## config.mk

```make
export PLATFORM = sky130hd
export DESIGN_NAME = flash_power_reset_mode_control
export DESIGN_NICKNAME = d
export VERILOG_FILES = /design/src/design/flash_pwr_pkg.sv /design/src/design/abort_timer.sv /design/src/design/flash_power_reset_mode_control.sv
export VERILOG_INCLUDE_DIRS = /design/src /design/src/design
export SDC_FILE = /design/constraint.sdc
export NUM_CORES = 1
export LEC_CHECK = 0
export BUFFER_PORTS_ARGS = -buffer_cell sky130_fd_sc_hd__buf_2
export CORE_MARGIN = 5
export CORE_UTILIZATION = 47
export CTS_CLUSTER_DIAMETER = 200
export CTS_CLUSTER_SIZE = 25
export DETAILED_ROUTE_END_ITERATION = 8
export PLACE_DENSITY_LB_ADDON = 0.2
export SYNTH_ARGS = -nofsm -noshare
export SYNTH_HDL_FRONTEND = slang
export SYNTH_SLANG_ARGS = --single-unit
```

## constraint.sdc

```tcl
create_clock -name sys_clk_i -period 4.5 [get_ports sys_clk_i]
set_input_delay 0.45 -clock sys_clk_i [delete_from_list [all_inputs] [get_ports sys_clk_i]]
set_output_delay 0.45 -clock sys_clk_i [all_outputs]
set_load 0.05 [all_outputs]
```

## src/design/flash_pwr_cfg.svh

```systemverilog
// Timing and encoding constants for the flash power and reset controller
`ifndef FLASH_PWR_CFG_SVH
`define FLASH_PWR_CFG_SVH
`define CLK_PERIOD_PS      8000
`define RST_ERASE_MAX_NS   20000
`define RST_PROG_MAX_NS    10000
`define RST_READ_MIN_NS    100
`define ABORT_CNT_W        16
`define CMD_W              8
`define CMD_READ_ARRAY     8'hFF
`define CMD_PROG_SETUP     8'h40
`define CMD_ERASE_SETUP    8'h20
`define CMD_CONFIRM        8'hD0
`define CMD_SET_BURST      8'h60
`define CMD_BURST_CONFIRM  8'h03
`endif

```

## src/design/flash_pwr_pkg.sv

```systemverilog
// Types shared by the flash power and reset controller
package flash_pwr_pkg;
   typedef enum logic [1:0] {
      PWR_RESET   = 2'b00,
      PWR_STANDBY = 2'b01,
      PWR_ACTIVE  = 2'b10,
      PWR_IDLE    = 2'b11
   } pwr_state_t;
   typedef enum logic [1:0] {
      CMD_IDLE    = 2'b00,
      CMD_PROG    = 2'b01,
      CMD_ERASE   = 2'b10,
      CMD_BURST   = 2'b11
   } cmd_phase_t;
endpackage

```

## src/design/abort_timer.sv

```systemverilog
// Down counter that times the abort of an operation cut short by reset
`timescale 1ns/1ps
`include "flash_pwr_cfg.svh"
module abort_timer #(
   parameter int CNT_W = `ABORT_CNT_W
) (
   input  wire logic             sys_clk_i,
   input  wire logic             srst_i,
   input  wire logic             load_i,   // Start a new countdown
   input  wire logic [CNT_W-1:0] count_i,  // Cycles to count
   output logic                  busy_o    // Countdown running
);
   logic [CNT_W-1:0] cnt_ff;      // Remaining cycles
   logic [CNT_W-1:0] nxt_cnt;

   // Next count: load, else count down to zero
   always_comb begin
      nxt_cnt = cnt_ff;
      if (load_i) begin
         nxt_cnt = count_i;
      end else if (cnt_ff != '0) begin
         nxt_cnt = cnt_ff - CNT_W'(1);
      end
   end

   // Register the count
   always_ff @(posedge sys_clk_i) begin
      if (srst_i) begin
         cnt_ff <= '0;
      end else begin
         cnt_ff <= nxt_cnt;
      end
   end

   assign busy_o = (cnt_ff != '0);
endmodule

```

## src/design/flash_power_reset_mode_control.sv

```systemverilog
// Power mode, reset and command write protection control of a parallel flash
//
// Overview of operation
// - Selected and out of reset means active
// - Selected, idle, static address enters auto idle
// - Chip select high enters standby
// - Standby floats data outputs regardless of OE
// - Deselected program or erase runs to completion
// - Command write needs write enable and select low
// - Memory altered only after two step command
// - Reset low ignores all control inputs
// - Latched command immune to select and engine
// - Reset exit or supply valid gives read array
// - Read array after reset uses asynchronous reads
// - Reset aborts erase within 20 us
// - Reset aborts program within 10 us
`timescale 1ns/1ps
`include "flash_pwr_cfg.svh"
module flash_power_reset_mode_control
   import flash_pwr_pkg::*;
#(
   parameter int ADDR_W        = 22,
   parameter int ERASE_ABORT_C = (`RST_ERASE_MAX_NS * 1000) / `CLK_PERIOD_PS,
   parameter int PROG_ABORT_C  = (`RST_PROG_MAX_NS * 1000) / `CLK_PERIOD_PS
) (
   input  wire logic              sys_clk_i,
   input  wire logic              srst_i,
   input  wire logic              rst_n_i,        // Device reset pin, low = reset
   input  wire logic              supply_ok_i,    // Core supply above supply_lockout_threshold
   input  wire logic              ce_n_i,         // Chip select, low = selected
   input  wire logic              we_n_i,         // Write enable, low = write
   input  wire logic              oe_n_i,         // Output enable, low = drive
   input  wire logic [ADDR_W-1:0] addr_i,         // Address inputs
   input  wire logic [`CMD_W-1:0] cmd_data_i,     // Command byte on the data bus
   input  wire logic              op_done_i,      // Write engine finished operation
   input  wire logic              read_busy_i,    // Internal read sensing in progress
   output logic [1:0]             pwr_state_o,    // Current power mode
   output logic                   data_oe_n_o,    // Data bus enable, low = drive
   output logic                   prog_start_o,   // Pulse: start program
   output logic                   erase_start_o,  // Pulse: start erase
   output logic                   op_abort_o,     // Abort running operation
   output logic                   engine_busy_o,  // Program or erase in progress
   output logic                   read_array_o,   // Command interface in read array
   output logic                   sync_burst_o,   // Synchronous burst reads enabled
   output logic                   ready_o         // Device out of reset and idle of abort
);
   // Refuse parameters that the abort counter cannot hold
   if (ADDR_W < 1 || ERASE_ABORT_C < 1 || PROG_ABORT_C < 1 ||
       ERASE_ABORT_C >= (1 << `ABORT_CNT_W) || PROG_ABORT_C >= (1 << `ABORT_CNT_W)) begin
      $error("flash_power_reset_mode_control: unsupported parameters");
   end

   // Registered state
   pwr_state_t        pwr_ff, nxt_pwr;           // Power mode
   cmd_phase_t        phase_ff, nxt_phase;       // Two step command progress
   logic              busy_ff, nxt_busy;         // Engine operation running
   logic              is_erase_ff, nxt_is_erase; // Running operation is an erase
   logic              rdarr_ff, nxt_rdarr;       // Read array mode
   logic              burst_ff, nxt_burst;       // Synchronous burst configured
   logic              we_n_ff, nxt_we_n;         // Previous write strobe
   logic [ADDR_W-1:0] addr_ff, nxt_addr;         // Previous address
   logic              prog_ff, nxt_prog;         // Program start pulse
   logic              erase_ff, nxt_erase;       // Erase start pulse
   logic              oe_ff, nxt_oe;             // Data output enable, low = drive

   // Combinational helpers
   logic              in_reset;        // Device held in reset
   logic              wr_strobe;       // Completed command write
   logic              abort_load;      // Start abort countdown
   logic [`ABORT_CNT_W-1:0] abort_cnt; // Abort duration in cycles
   logic              abort_busy;      // Abort still in progress

   function automatic logic is_cmd(input logic [`CMD_W-1:0] d, input logic [`CMD_W-1:0] c);
      return d == c;
   endfunction

   // Reset pin low or supply below lockout disables the device
   assign in_reset  = !rst_n_i || !supply_ok_i;
   // Write taken at rising write edge while select low
   assign wr_strobe = !in_reset && !ce_n_i && we_n_i && !we_n_ff;
   // Aborts start on entering reset with an operation running
   assign abort_load = in_reset && busy_ff;
   assign abort_cnt  = is_erase_ff ? `ABORT_CNT_W'(ERASE_ABORT_C)
                                   : `ABORT_CNT_W'(PROG_ABORT_C);

   abort_timer #(
      .CNT_W (`ABORT_CNT_W)
   ) u_abort (
      .sys_clk_i (sys_clk_i),
      .srst_i    (srst_i),
      .load_i    (abort_load),
      .count_i   (abort_cnt),
      .busy_o    (abort_busy)
   );

   // Command interface and engine tracking next values
   always_comb begin
      nxt_phase    = phase_ff;
      nxt_busy     = busy_ff;
      nxt_is_erase = is_erase_ff;
      nxt_rdarr    = rdarr_ff;
      nxt_burst    = burst_ff;
      nxt_prog     = 1'b0;
      nxt_erase    = 1'b0;
      nxt_we_n     = we_n_i;
      if (in_reset) begin
         // Reset discards commands and aborts any operation
         nxt_phase = CMD_IDLE;
         nxt_busy  = 1'b0;
         nxt_rdarr = 1'b1;
         nxt_burst = 1'b0;
         nxt_we_n  = 1'b1;
      end else begin
         // Completion leaves read mode unchanged
         if (busy_ff && op_done_i) begin
            nxt_busy = 1'b0;
         end
         // Only write strobes alter the latched command
         if (wr_strobe) begin
            case (phase_ff)
               CMD_IDLE: begin
                  if (is_cmd(cmd_data_i, `CMD_READ_ARRAY)) begin
                     nxt_rdarr = 1'b1;
                  end else if (is_cmd(cmd_data_i, `CMD_PROG_SETUP)) begin
                     nxt_phase = CMD_PROG;
                     nxt_rdarr = 1'b0;
                  end else if (is_cmd(cmd_data_i, `CMD_ERASE_SETUP)) begin
                     nxt_phase = CMD_ERASE;
                     nxt_rdarr = 1'b0;
                  end else if (is_cmd(cmd_data_i, `CMD_SET_BURST)) begin
                     nxt_phase = CMD_BURST;
                  end
               end
               CMD_PROG: begin
                  // Second cycle carries the data; program only if idle
                  nxt_phase = CMD_IDLE;
                  if (!busy_ff) begin
                     nxt_prog     = 1'b1;
                     nxt_busy     = 1'b1;
                     nxt_is_erase = 1'b0;
                  end
               end
               CMD_ERASE: begin
                  nxt_phase = CMD_IDLE;
                  if (is_cmd(cmd_data_i, `CMD_CONFIRM) && !busy_ff) begin
                     nxt_erase    = 1'b1;
                     nxt_busy     = 1'b1;
                     nxt_is_erase = 1'b1;
                  end
               end
               CMD_BURST: begin
                  nxt_phase = CMD_IDLE;
                  if (is_cmd(cmd_data_i, `CMD_BURST_CONFIRM)) begin
                     nxt_burst = 1'b1;
                  end
               end
               default: begin
                  nxt_phase = CMD_IDLE;
               end
            endcase
         end
      end
   end

   // Power mode next value
   always_comb begin
      nxt_addr = addr_i;
      nxt_oe   = 1'b1;
      nxt_pwr  = pwr_ff;
      if (in_reset) begin
         nxt_pwr = PWR_RESET;
      end else if (ce_n_i) begin
         // Deselected: engine work keeps active power
         nxt_pwr = (busy_ff || prog_ff || erase_ff) ? PWR_ACTIVE : PWR_STANDBY;
      end else if (addr_i != addr_ff || prog_ff || erase_ff || read_busy_i) begin
         nxt_pwr = PWR_ACTIVE;
      end else if (!busy_ff) begin
         nxt_pwr = PWR_IDLE;
      end else begin
         nxt_pwr = PWR_ACTIVE;
      end
      // Outputs driven only when selected, out of reset, OE low, no write
      if (!in_reset && !ce_n_i && !oe_n_i && we_n_i) begin
         nxt_oe = 1'b0;
      end else begin
         nxt_oe = 1'b1;
      end
   end

   // Register all state
   always_ff @(posedge sys_clk_i) begin
      if (srst_i) begin
         pwr_ff      <= PWR_RESET;
         phase_ff    <= CMD_IDLE;
         busy_ff     <= 1'b0;
         is_erase_ff <= 1'b0;
         rdarr_ff    <= 1'b1;
         burst_ff    <= 1'b0;
         we_n_ff     <= 1'b1;
         addr_ff     <= '0;
         prog_ff     <= 1'b0;
         erase_ff    <= 1'b0;
         oe_ff       <= 1'b1;
      end else begin
         pwr_ff      <= nxt_pwr;
         phase_ff    <= nxt_phase;
         busy_ff     <= nxt_busy;
         is_erase_ff <= nxt_is_erase;
         rdarr_ff    <= nxt_rdarr;
         burst_ff    <= nxt_burst;
         we_n_ff     <= nxt_we_n;
         addr_ff     <= nxt_addr;
         prog_ff     <= nxt_prog;
         erase_ff    <= nxt_erase;
         oe_ff       <= nxt_oe;
      end
   end

   // Outputs
   assign pwr_state_o   = pwr_ff;
   assign data_oe_n_o   = oe_ff;
   assign prog_start_o  = prog_ff;
   assign erase_start_o = erase_ff;
   assign op_abort_o    = abort_busy;
   assign engine_busy_o = busy_ff;
   assign read_array_o  = rdarr_ff;
   assign sync_burst_o  = burst_ff;
   assign ready_o       = (pwr_ff != PWR_RESET) && !abort_busy;
endmodule

```

==> flow_metrics.py <==
metrics = {
    "floorplan": {
        "start_util": 0.482,
        "rows": 25,
        "die_area_um2": 6290,
        "core_area_um2": 4690,
        "ios": 49,
        "die_w_um": 79.3,
        "die_h_um": 79.3,
    },
    "worst_setup_path": {
        "crit_fanout": 6,
        "worst_path_max_delay_cell": "or4_4",
        "end_kind": "output pin",
        "path_cells": "or4_4 -> nor3b_2 -> nand3_1 -> nor2_1 -> buf_2",
        "r2r_slack_ps": 2460,
        "critical_path_class": "flop to output pin",
        "critPathArrivalTime_ps": 2340,
        "timing.rr.start": "u_abort.cnt_ff[8]$_SDFFE_PP0P_",
        "cp.required_ps": 4050,
        "reg2reg_depth": 5,
        "slowest_delay_ps": 570,
        "timing.rr.end": "u_abort.cnt_ff[2]$_SDFFE_PP0P_",
        "cp-start-kind": "flop",
    },
    "synth": {
        "synth_top_family_by_area": "simple AND/OR/NAND/NOR gates",
        "synth.area.mux_share": 0,
        "synthSimpleGateAreaFrac": 0.291,
        "synth.most_common_cell": "dfxtp_1",
        "post_synth_instance_area_um2": 2260,
        "yosys_warnings": 0,
        "ys_top_cells_by_count": "dfxtp_1, nor2b_1, xnor2_1",
        "seq_area_frac_synth": 0.443,
        "synthAdderAreaFrac": 0.0332,
        "ys_seq_elements": 50,
        "syn_nets": 291,
        "synth_ff_type": "dfxtp_1",
        "synthTopCellsByArea": "dfxtp_1, xnor2_1, nor2b_1",
        "synth_top_area_cell": "dfxtp_1",
        "synth_edf_count": 0,
        "synthCells": 246,
        "synth_compound_area_frac": 0.0836,
        "avgSynthCellArea_um2": 9.19,
        "netlist.area_leader.share": 0.443,
        "synth_xor_area_frac": 0.128,
        "ys_async_sr_fraction": 0,
        "synthDistinctLibCells": 39,
    },
    "place": {
        "hpwl_um": 3500,
        "numPortBuffers": 48,
        "finalWeightedCongestion": 0.874,
    },
    "routing": {
        "firstDrtPassIters": 4,
        "drt_iter0_markers": 105,
        "avgRoutedWirePerCell_um": 13.3,
        "vias": 1855,
        "via_per_inst": 5.32,
        "wl_um": 4630,
        "ant_nets": 0,
        "drc": 0,
    },
    "cells_and_area": {
        "utilization": 0.559,
        "area_growth_pct": 16.2,
        "seqCellArea_um2": 1000,
        "nFillCells": 458,
        "drive_gt1_frac": 0.203,
        "diodes": 0,
        "nets": 340,
        "multiInputGateArea_um2": 1210,
    },
    "clocking": {
        "insertion_delay_ps": 300,
        "cts_buffer_depth": 2,
        "path_clk_slew_ps": 90,
        "cts_setup_buffers": 0,
        "ctsResizeCount": 0,
        "cts_hold_buf": 0,
        "cts_sinks": 50,
        "root_buffer": "clkbuf_8",
        "cts_max_level": 2,
        "cts_tree": "built",
        "cts_buffers": 5,
    },
    "pwr": {
        "leakage_nw": 1.03,
        "cellPowerDensity_nw_per_um2": 510,
        "peakVddDrop_mv": 0.238,
    },
    "hold_path": {
        "whs_path_depth": 2,
        "holdPathEnd": "data_oe_n_o$_SDFF_PP1_",
        "hold_start": "oe_n_i",
        "hold_path_class": "input port to flop",
    },
    "timing": {
        "final_hold_viol_count": 0,
        "fin_crit_ps": 2790,
        "rsz0062_at_grt": "no",
        "slew_headroom": 0.295,
        "clock.fmax_mhz": 359,
        "slew_violations": 0,
        "fin_worst_skew_ps": 6.53,
        "period_share": 0.620,
        "worst_pin_slew_ps": 1050,
        "tns_ps": 0,
        "setup_viol": 0,
    },
    "global_route": {
        "gr-total-overflow": 0,
        "track_usage": 0.161,
        "grt_pass1_wl_um": 7950,
        "grt_pass1_vias": 1775,
        "antenna_found_initial": 0,
        "grt_max_degree": 39,
    },
    "flow_run": {
        "drv_cap": 0,
    },
    "run_status": {
        "outcome": "finished, final reports clean",
    },
}
-- stage by stage --
step	setup WS, ps	total power, mW	std cells	area [um^2]	hold WS (ps)
6_report	1710	1.34	349	2630	330
4_1_cts	1710	1.35	349	2630	324
2_1_floorplan	1500	0.979	246	2260	471
5_1_grt	1520	1.44	349	2630	327
3_5_place_dp	2050	1.09	342	2540	461
3_3_place_gp	2120	1.09	342	2540	445
-- registers in the layout, summed over array words and instances (netlist names) --
register,flops
data_oe_n_o,1
addr_ff,22
erase_start_o,1
is_erase_ff,1
we_n_ff,1
u_abort.cnt_ff,16
phase_ff,2
sync_burst_o,1
engine_busy_o,1
read_array_o,1
pwr_state_o,2
prog_start_o,1
-- per-layer routing --
metal,vias up,track usage,part of all wire
li1,964,-,-
met1,846,0.209,0.47
met2,41,0.250,0.46
met3,4,0.0578,0.064
met4,0,0.0464,0.013
met5,-,0,0
-- kinds of logic after synthesis --
family          count (synthesis)
simple gates                  114
buf+inv                        12
xor+xnor                       33
fa+ha+maj                       6
flops                          50
compound gates                 31
-- where the power goes --
| part | switching, mW | leakage [nW] | internal [mW] |
|---|---|---|---|
| Clock | 0.147 | 0.0362 | 0.106 |
| Sequential | 0.0555 | 0.412 | 0.510 |
| Combinational | 0.289 | 0.579 | 0.230 |
-- placed cells by master (no fill, tap or decap), types with 2 or more instances in the layout --
cell / n
a21oi_1: 10
a311oi_1: 2
a31oi_1: 8
buf_2: 48
clkbuf_8: 5
clkinvlp_4: 2
dfxtp_1: 50
ha_1: 6
inv_1: 6
nand2_1: 13
nand2b_1: 2
nand3_1: 8
nand4_1: 7
nor2_1: 18
nor2b_1: 23
nor3_1: 10
nor3b_1: 3
nor4_1: 9
nor4b_1: 2
o21ai_0: 6
or3_1: 5
or4_1: 4
xnor2_1: 23
xor2_1: 10
-- cell type report --
class	instances	share of cell area
multi-input combinational	184	0.461
sequential	50	0.381
timing repair buffer	48	0.0915
clock buffer	5	0.0262
tap	54	0.0257
inverter	6	0.00858
clock inverter	2	0.00572
-- worst max path at each step --
stage,from,to,slack (ps),depth (start not counted)
finish,u_abort.cnt_ff[8]$_SDFFE_PP0P_,ready_o,1710,5
detailed placement,u_abort.cnt_ff[8]$_SDFFE_PP0P_,ready_o,2050,5
global placement,u_abort.cnt_ff[8]$_SDFFE_PP0P_,ready_o,2120,5
global route,u_abort.cnt_ff[8]$_SDFFE_PP0P_,ready_o,1520,5
CTS,u_abort.cnt_ff[8]$_SDFFE_PP0P_,ready_o,1710,5
floorplan,u_abort.cnt_ff[8]$_SDFFE_PP0P_,ready_o,1500,4
-- worst max-delay path, delay by kind of cell (launching register included) --
kind,cells,cell delay (ps)
buf+inv,1,280
simple gates,4,1390
flops,1,350
(Power assumes the default switching activity.)
